--- config.mk ---
export PLATFORM = sky130hd
export DESIGN_NAME = eir_top
export DESIGN_NICKNAME = d
export VERILOG_FILES = /design/src/hdl/eir_pkg.sv /design/src/hdl/eir_sync_if.sv /design/src/hdl/eir_sync.sv /design/src/hdl/eir_top.sv
export SDC_FILE = /design/constraint.sdc
export NUM_CORES = 1
export LEC_CHECK = 0
export BUFFER_PORTS_ARGS = -buffer_cell sky130_fd_sc_hd__buf_4
export CAP_MARGIN = 20
export CORE_MARGIN = 3
export CORE_UTILIZATION = 56
export CTS_BUF_LIST = sky130_fd_sc_hd__clkbuf_4
export DETAILED_ROUTE_END_ITERATION = 10
export GPL_ROUTABILITY_DRIVEN = 0
export GPL_TIMING_DRIVEN = 0
export PLACE_DENSITY = 0.8
export SYNTH_ARGS = -nofsm -noshare
export SYNTH_HDL_FRONTEND = slang
export SYNTH_SLANG_ARGS = --single-unit
export TNS_END_PERCENT = 30
--- constraint.sdc ---
create_clock -name clk -period 2 [get_ports clk]
set_input_delay 0.2 -clock clk [delete_from_list [all_inputs] [get_ports clk]]
set_output_delay 0.2 -clock clk [all_outputs]
set_load 0.005 [all_outputs]
--- src/hdl/eir_pkg.sv ---
package eir_pkg;
  // register widths and offsets
  localparam int DATA_W = 8;
  localparam int ADDR_W = 3;
  localparam int PORT_W = 8;
  localparam logic [ADDR_W-1:0] ADDR_STATUS = 3'h0;
  localparam logic [ADDR_W-1:0] ADDR_MASK = 3'h1;
  localparam logic [ADDR_W-1:0] ADDR_PA_DATA = 3'h2;
  localparam logic [ADDR_W-1:0] ADDR_PA_DIR = 3'h3;
  localparam logic [ADDR_W-1:0] ADDR_OPT_ONE = 3'h4;
  localparam logic [ADDR_W-1:0] ADDR_OPT_TWO = 3'h5;
  localparam logic [ADDR_W-1:0] ADDR_PA_PINS = 3'h6;
  // status and mask bit positions
  localparam int ST_LATCHED = 0;
  localparam int ST_TAKEN = 1;
  // option register one: sensitivity bit
  localparam int OPT_LEVEL_BIT = 0;
  // reset values
  localparam logic [DATA_W-1:0] RST_ZERO = 8'h00;
  localparam logic [DATA_W-1:0] RST_OPT_ONE = 8'h00;
  localparam logic [DATA_W-1:0] RST_OPT_TWO = 8'h00;
  localparam int SYNC_STAGES = 2;
endpackage

--- src/hdl/eir_sync_if.sv ---
`timescale 1ns/1ns
`default_nettype none
// synchronised request lines passed from the sampler to the controller
interface eir_sync_if #(parameter int W = 9);
  logic [W-1:0] level;
  logic [W-1:0] prev;
  modport src (output level, output prev);
  modport dst (input level, input prev);
endinterface
`default_nettype wire

--- src/hdl/eir_sync.sv ---
`timescale 1ns/1ns
`default_nettype none
// two-stage synchroniser plus a history stage for edge detection
module eir_sync #(
  parameter int W = 9,
  parameter logic [W-1:0] IDLE = '1
) (
  input wire logic clk,
  input wire logic rst,
  input wire logic [W-1:0] pins,
  eir_sync_if.src sy
);
  logic [W-1:0] meta_q;
  logic [W-1:0] stab_q;
  logic [W-1:0] prev_q;

  // first stage feeds only the second stage
  always_ff @(posedge clk) begin
    if (rst) begin
      meta_q <= IDLE;
      stab_q <= IDLE;
      prev_q <= IDLE;
    end else begin
      meta_q <= pins;
      stab_q <= meta_q;
      prev_q <= stab_q;
    end
  end

  assign sy.level = stab_q;
  assign sy.prev = prev_q;
endmodule
`default_nettype wire

--- src/hdl/eir_top.sv ---
//Contract
//- a low request line sets an internal pending latch
//- the request is answered only after the current instruction completes
//- at instruction end, start sequence if latch set and mask flag clear
//- option selects falling-edge only or edge plus low level sensitivity
//- each port A pin has its own request and pullup enable option
//- after reset every port A line is an input
//
// Implementation choices: the placing of the registers and strobed register access.
`timescale 1ns/1ns
`default_nettype none
module eir_top #(
  parameter int PORT_W = eir_pkg::PORT_W,
  parameter logic [eir_pkg::DATA_W-1:0] OPT_ONE_RST = eir_pkg::RST_OPT_ONE,
  parameter logic [eir_pkg::DATA_W-1:0] OPT_TWO_RST = eir_pkg::RST_OPT_TWO
) (
  input wire logic clk,
  input wire logic rst,
  input wire logic irq_n,
  input wire logic [PORT_W-1:0] port_a_pins_in,
  output logic [PORT_W-1:0] port_a_pins_out,
  output logic [PORT_W-1:0] port_a_pins_oe,
  output logic [PORT_W-1:0] port_a_pullup_en,
  input wire logic instr_done,
  input wire logic cc_irq_mask,
  output logic irq_take,
  output logic irq_pending,
  output logic irq_out,
  input wire logic [eir_pkg::ADDR_W-1:0] addr,
  input wire logic [eir_pkg::DATA_W-1:0] wdata,
  input wire logic wr,
  input wire logic rd,
  output logic [eir_pkg::DATA_W-1:0] rdata
);
  localparam int SW = PORT_W + 1;

  logic [eir_pkg::DATA_W-1:0] status_q;
  logic [eir_pkg::DATA_W-1:0] mask_q;
  logic [PORT_W-1:0] pa_data_q;
  logic [PORT_W-1:0] pa_dir_q;
  logic [eir_pkg::DATA_W-1:0] opt_one_q;
  logic [PORT_W-1:0] opt_two_q;
  logic latch_q;
  logic take_q;
  logic irq_out_q;
  logic [eir_pkg::DATA_W-1:0] rdata_q;
  logic line_now;
  logic line_prev;
  logic req_set;
  logic take_d;
  logic [eir_pkg::DATA_W-1:0] status_set;
  logic [eir_pkg::DATA_W-1:0] rdata_d;
  logic [eir_pkg::DATA_W-1:0] status_d;
  logic wr_status;
  logic wr_mask;
  logic wr_pa_data;
  logic wr_pa_dir;
  logic wr_opt_one;
  logic wr_opt_two;

  eir_sync_if #(.W(SW)) sy ();

  // pin and port A sampling into the clock domain
  eir_sync #(.W(SW), .IDLE('1)) u_sync (
    .clk(clk),
    .rst(rst),
    .pins({port_a_pins_in, irq_n}),
    .sy(sy)
  );

  // wired request line: pin low or any enabled port A pin low
  always_comb begin
    line_now = sy.level[0] & &(sy.level[SW-1:1] | ~opt_two_q);
    line_prev = sy.prev[0] & &(sy.prev[SW-1:1] | ~opt_two_q);
  end

  // falling edge always requests; low level only when selected
  always_comb begin
    req_set = (line_prev & ~line_now)
      | (opt_one_q[eir_pkg::OPT_LEVEL_BIT] & ~line_now);
  end

  // answer only at an instruction boundary with the mask flag clear
  assign take_d = instr_done & latch_q & ~cc_irq_mask;

  // pending latch; a new request beats the clear on entry
  always_ff @(posedge clk) begin
    if (rst) begin
      latch_q <= 1'b0;
    end else if (req_set) begin
      latch_q <= 1'b1;
    end else if (take_d) begin
      latch_q <= 1'b0;
    end
  end

  // sequence start pulse to the instruction sequencer
  always_ff @(posedge clk) begin
    if (rst) begin
      take_q <= 1'b0;
    end else begin
      take_q <= take_d;
    end
  end

  // sticky event bits, write one to clear, set wins
  always_comb begin
    status_set = eir_pkg::RST_ZERO;
    status_set[eir_pkg::ST_LATCHED] = req_set & ~latch_q;
    status_set[eir_pkg::ST_TAKEN] = take_d;
  end

  // write strobe decode, one per writable register
  assign wr_status = wr && (addr == eir_pkg::ADDR_STATUS);
  assign wr_mask = wr && (addr == eir_pkg::ADDR_MASK);
  assign wr_pa_data = wr && (addr == eir_pkg::ADDR_PA_DATA);
  assign wr_pa_dir = wr && (addr == eir_pkg::ADDR_PA_DIR);
  assign wr_opt_one = wr && (addr == eir_pkg::ADDR_OPT_ONE);
  assign wr_opt_two = wr && (addr == eir_pkg::ADDR_OPT_TWO);

  // next status: written ones clear, a new event still sets
  always_comb begin
    status_d = status_q | status_set;
    if (wr_status) begin
      status_d = (status_q & ~wdata) | status_set;
    end
  end

  // status register
  always_ff @(posedge clk) begin
    if (rst) begin
      status_q <= eir_pkg::RST_ZERO;
    end else begin
      status_q <= status_d;
    end
  end

  // interrupt level output from unmasked status
  always_ff @(posedge clk) begin
    if (rst) begin
      irq_out_q <= 1'b0;
    end else begin
      irq_out_q <= |(status_q & mask_q);
    end
  end

  // interrupt mask register, same layout as status
  always_ff @(posedge clk) begin
    if (rst) begin
      mask_q <= eir_pkg::RST_ZERO;
    end else if (wr_mask) begin
      mask_q <= wdata;
    end
  end

  // port A output data
  always_ff @(posedge clk) begin
    if (rst) begin
      pa_data_q <= PORT_W'(eir_pkg::RST_ZERO);
    end else if (wr_pa_data) begin
      pa_data_q <= wdata[PORT_W-1:0];
    end
  end

  // port A direction, every line an input out of reset
  always_ff @(posedge clk) begin
    if (rst) begin
      pa_dir_q <= PORT_W'(eir_pkg::RST_ZERO);
    end else if (wr_pa_dir) begin
      pa_dir_q <= wdata[PORT_W-1:0];
    end
  end

  // option one: request sensitivity select
  always_ff @(posedge clk) begin
    if (rst) begin
      opt_one_q <= OPT_ONE_RST;
    end else if (wr_opt_one) begin
      opt_one_q <= wdata;
    end
  end

  // option two: per-pin request and pullup enable
  always_ff @(posedge clk) begin
    if (rst) begin
      opt_two_q <= OPT_TWO_RST[PORT_W-1:0];
    end else if (wr_opt_two) begin
      opt_two_q <= wdata[PORT_W-1:0];
    end
  end

  // read mux, unmapped addresses read zero
  always_comb begin
    case (addr)
      eir_pkg::ADDR_STATUS: rdata_d = status_q;
      eir_pkg::ADDR_MASK: rdata_d = mask_q;
      eir_pkg::ADDR_PA_DATA: rdata_d = pa_data_q;
      eir_pkg::ADDR_PA_DIR: rdata_d = pa_dir_q;
      eir_pkg::ADDR_OPT_ONE: rdata_d = opt_one_q;
      eir_pkg::ADDR_OPT_TWO: rdata_d = opt_two_q;
      eir_pkg::ADDR_PA_PINS: rdata_d = sy.level[SW-1:1];
      default: rdata_d = eir_pkg::RST_ZERO;
    endcase
  end

  // read data stands one cycle after the strobe only
  always_ff @(posedge clk) begin
    if (rst) begin
      rdata_q <= eir_pkg::RST_ZERO;
    end else if (rd) begin
      rdata_q <= rdata_d;
    end else begin
      rdata_q <= eir_pkg::RST_ZERO;
    end
  end

  assign port_a_pins_out = pa_data_q;
  assign port_a_pins_oe = pa_dir_q;
  assign port_a_pullup_en = opt_two_q;
  assign irq_take = take_q;
  assign irq_pending = latch_q;
  assign irq_out = irq_out_q;
  assign rdata = rdata_q;
endmodule
`default_nettype wire

Word-level counts from Yosys, hierarchy flattened
Index checks and enable logic that the tools add are counted.

Memory bits (read-only): 0. Register bits after elaboration: 86. Output and inout port bits: 35. Memory bits (writable): 0. Bits in latches: 0. Memories: 0. Input bits: 26.

Add/subtract/negate cells: 0. Shifts and indexed selects: 0. Reductions and logical operators: 12. $lt $le $gt $ge: 0. Bitwise operators: 20. Eq/ne operators: 6. Multiply operators: 0. Divide/modulo/power cells: 0. Mux-type cells: 4.

Operator list (count): $pmux 8 s7 (1); $and 8x8->8 (2); $not 8->8 (2); $or 8x2->8 (2); $or 8x8->8 (2); $reduce_and 8->1 (2); $eq 3x3->1 const B (3); $mux 8 (1); $reduce_or 8->1 (1); $and 1x1->1 (7); $eq 3x2->1 const B (2); $logic_and 1x1->1 (6); $not 1->1 (4); $eq 3x1->1 const B (1); $logic_not 3->1 (1); $mux 1 (2); $reduce_bool 2->1 (1); $reduce_or 2->1 (1); $or 1x1->1 (1).

Depth between registers and ports, before layout
Word-level depth: 10. Mapped depth: 6. Gate-level depth less buffers: 4.

Hierarchy
A second synthesis with hierarchy kept.

Cells, all modules: 382. Area, all modules: 3439.5 um^2.

Modules (own cells, without submodules): eir_top (times used 1, cells each 326, area each 2707.6 um^2, sequential area each 1181.1 um^2); eir_sync (times used 1, cells each 56, area each 732.0 um^2, sequential area each 540.5 um^2).

Worst setup path before layout
OpenSTA, ideal clock, no wires.

Path kind: input-to-reg. Start: input addr[1] (netlist bit). End: register rdata_q (netlist bit rdata[3]). Data required time: 1.885 ns. Data arrival time: 1.086 ns. Cell stages on the path: 6. Buffers on the path: 3. Setup time: 0.115 ns. Slack: 0.799 ns. Path through: buf_4 buf_4 buf_2 a221oi_1 a21oi_1 o21a_1.

Cells in the longest elaborated chain, start to end: 2. Elaborated cells between the ends (all ways): 8.

RTL lines: from (decl) (line eir_top.sv:29) `input wire logic [eir_pkg::ADDR_W-1:0] addr,`; $eq 3x3->1 (tied with other cells) (line eir_top.sv:194) `case (addr)`; $pmux 8 s7 * (line eir_top.sv:194); to (signal assigned) (line eir_top.sv:209) `rdata_q <= eir_pkg::RST_ZERO;`; to (signal assigned) (line eir_top.sv:211) `rdata_q <= rdata_d;`; to (signal assigned) (line eir_top.sv:213) `rdata_q <= eir_pkg::RST_ZERO;`; to (decl) (line eir_top.sv:46) `logic [eir_pkg::DATA_W-1:0] rdata_q;`.

Every way passes the cells marked *; elsewhere a longest branch is shown, timed or not. A chain may end at the register's enable or synchronous reset.

Worst setup path in the final report
Start: register opt_two_q[0], in the netlist port_a_pullup_en[0]. End: register rdata_q (netlist bit rdata[0]).

Cells in the longest elaborated chain, start to end: 1.

RTL lines: from (decl) (line eir_top.sv:42) `logic [PORT_W-1:0] opt_two_q;`; from (signal assigned) (line eir_top.sv:186) `opt_two_q <= OPT_TWO_RST[PORT_W-1:0];`; from (signal assigned) (line eir_top.sv:188) `opt_two_q <= wdata[PORT_W-1:0];`; $pmux 8 s7 (line eir_top.sv:194).

Every way passes these cells.

==> results.sh <==
export IMPL_endpoint_kind="flip-flop"
export IMPL_routed_wl_mm=9.537
export IMPL_ir_worst_vdd_mv=0.5071
export IMPL_final_setup_tns_ns=0
export IMPL_drt_pass1_iterations=5
export IMPL_ys_warn_count=0
export IMPL_final_common_cell="dfxtp_1"
export IMPL_postRouteAntennaNets=0
export IMPL_vias_per_cell=5.753
export IMPL_r2r_end="rdata[0]$_SDFF_PP0_"
export IMPL_final_util_pct=73.94
export IMPL_fin_skew_ns=0.01095
export IMPL_syn_area_um2=3420
export IMPL_reg2reg_slack_ns=0.66
export IMPL_clock_latency_ns=0.43
export IMPL_startpoint_type="flip-flop"
export IMPL_reg2regPathDepth=4
export IMPL_root_buffer="clkbuf_4"
export IMPL_critPathArrivalTime_ns=1.68
export IMPL_synth_cell_types=39
export IMPL_seq_area_frac_synth_pct=50.35
export IMPL_multi_input_area_um2=1535
export IMPL_n_antenna_cell=0
export IMPL_yosysTopAreaCellShare_pct=50.35
export IMPL_cts_resized=0
export IMPL_synth_area_leader_cell="dfxtp_1"
export IMPL_layout_nets=480
export IMPL_grt_pass1_wl_mm=15.14
export IMPL_cts_buffer_depth=2
export IMPL_start_util_pct=59.89
export IMPL_power_leakage_nw=1.648
export IMPL_crit_type="reg2reg"
export IMPL_fmax_mhz=746.5
export IMPL_setup_viol=0
export IMPL_powerDensity_nw_per_um2=736.5
export IMPL_combPwrFrac_pct=10.4
export IMPL_final_cell_mix="dfxtp_1 (86), nand2_1 (68), buf_4 (63)"
export IMPL_fp_dieW_um=84.14
export IMPL_internal_power_mw=2.310
export IMPL_worstMarginPinSlew_ns=0.6864
export IMPL_ys_ff_latch=86
export IMPL_hpwl_mm=6.738
export IMPL_p_sw_mw=0.7990
export IMPL_numCtsBuffers=9
export IMPL_syn_inst=371
export IMPL_num_vias=3055
export IMPL_critPathMaxFanout=5
export IMPL_r2r_start="port_a_pullup_en[0]$_SDFFE_PP0P_"
export IMPL_syn2layout_area_growth_pct=23.45
export IMPL_clk_pin_slew_ns=0.14
export IMPL_postCtsHoldBufs=11
export IMPL_wire_per_inst_um=17.96
export IMPL_synth_nets=397
export IMPL_status="finished, final reports clean"
export IMPL_synth_area_leaders="dfxtp_1 (50%), nand2_1 (7.5%), a21oi_1 (6.6%), or2_2 (4.9%), a22oi_1 (4.0%)"
export IMPL_whs_endpoint="status_q[3]$_SDFFE_PP0N_"
export IMPL_p_sw_share_pct=25.70
export IMPL_hp_start="wdata[3]"
export IMPL_postSynthAreaPerCell_um2=9.217
export IMPL_fin_crit_sh_pct=66.98
export IMPL_grtUsageTotal_pct=27.61
export IMPL_pwr_share_seq_pct=57.7
export IMPL_ff_latch_area_um2=1722
export IMPL_max_slew_margin_pct=54.24
export IMPL_hp_class="in2reg"
export IMPL_fin_crit_ns=1.340
export IMPL_pwr_share_clk_pct=31.9
export IMPL_std_cell_rows=27
export IMPL_fp_dieH_um=84.14
export IMPL_rsz0062_at_grt="no"
export IMPL_drive_gt1_share_pct=28.10
export IMPL_drc=0
export IMPL_hold_depth=2
export IMPL_worstPathRequired_ns=2.34
export IMPL_drv_cap=0
export IMPL_slew_viol_final=0
export IMPL_final_hold_viol_count=0
export IMPL_dieArea_um2=7080
export IMPL_antenna_found_initial=0
export IMPL_cts_htree_levels=3
export IMPL_postCtsSetupBuffers=0
export IMPL_portBuffers=58
export IMPL_clock_sinks=86
export IMPL_drtIter0Drc=437
export IMPL_fill_cells=462
export IMPL_overflow=0
export IMPL_io_pins=61
export IMPL_cts_tree="yes"
export IMPL_first_global_vias=2974
export IMPL_grt_max_degree=15
export IMPL_coreArea_um2=5709
cell type report:
class / count / area share [%]
Multi-Input combinational cell: 252 / 36.37
Inverter: 9 / 0.8002
Clock buffer: 10 / 1.778
Timing Repair Buffer: 72 / 13.63
Clock inverter: 6 / 1.452
Sequential cell: 86 / 40.78
Tap cell: 72 / 2.134
Buffer: 24 / 3.053
cells in the mapped netlist:
cell,count
nand2b_1,10
mux2i_1,10
a311oi_2,1
mux4_2,1
o31a_1,1
nor2b_1,6
o22ai_1,3
o21ai_0,1
and3_1,2
a221oi_2,2
or2_2,27
o221ai_1,3
clkbuf_1,8
and2_1,2
dfxtp_1,86
nand3_1,2
and2b_1,1
nor2_1,17
o2bb2ai_1,1
nand2_1,68
o21a_1,6
a21oi_1,45
buf_6,1
inv_1,9
mux2_4,5
a41oi_1,1
a22oi_1,18
and3b_1,2
nand3b_1,4
buf_2,10
nand4b_1,1
buf_4,5
mux2_2,3
o41ai_1,1
o31ai_1,1
a221oi_1,4
nor4b_4,1
nor4_1,1
o2111ai_1,1
through the flow:
step                      power [mW]  worst slack (ns)  instance area, µm²  cells  hold WS (ns)
final                          3.109            0.6605                4222    531       0.03115
after global routing           3.231            0.5591                4222    531      0.006231
after CTS                      3.099            0.6750                4192    528      0.001848
after detailed placement       2.126            0.3621                3945    501        0.3877
after global placement         2.119            0.5091                3945    501        0.3840
after floorplan                1.985            0.7990                3420    371        0.2877
cell families after synthesis:
group	after synthesis	share of synthesized area, %
AOI/OAI and AO/OA	89	17.16
buffers and inverters	33	4.757
DFF	86	50.35
muxes	19	6.769
and+or+nand+nor	144	20.97
power by group through the flow:
| stage | sequential (mW) | clock [mW] | combinational, mW |
|---|---|---|---|
| after floorplan | 1.82 | 0 | 0.164 |
| after global placement | 1.83 | 0 | 0.290 |
| after detailed placement | 1.83 | 0 | 0.295 |
| after CTS | 1.79 | 0.992 | 0.314 |
| after global routing | 1.80 | 1.08 | 0.348 |
| final | 1.79 | 0.991 | 0.324 |
routing by layer:
layer  up-vias  wire length [µm]  GRT usage [%]
met5         -                 0              0
met4         0               214          10.53
met3        20               901          7.164
met2       168              4431          43.97
met1      1424              3990          36.08
li1       1443                 -              -
critical path, cell delays in order, from the launching register on:
cell	delay, ns
dfxtp_1	0.39
mux2_4	0.28
a221oi_1	0.30
a21oi_1	0.10
o21a_1	0.19
how the worst max path moves through the flow:
stage / startpoint / endpoint
final: port_a_pullup_en[0]$_SDFFE_PP0P_ / rdata[0]$_SDFF_PP0_
after global routing: port_a_pullup_en[3]$_SDFFE_PP0P_ / status_q[0]$_SDFF_PP0_
after CTS: port_a_pullup_en[3]$_SDFFE_PP0P_ / rdata[3]$_SDFF_PP0_
after detailed placement: rst / mask_q[3]$_SDFFE_PP0P_
after global placement: rst / opt_one_q[7]$_SDFFE_PP0P_
after floorplan: addr[1] / rdata[3]$_SDFF_PP0_
(Power assumes the default switching activity.)
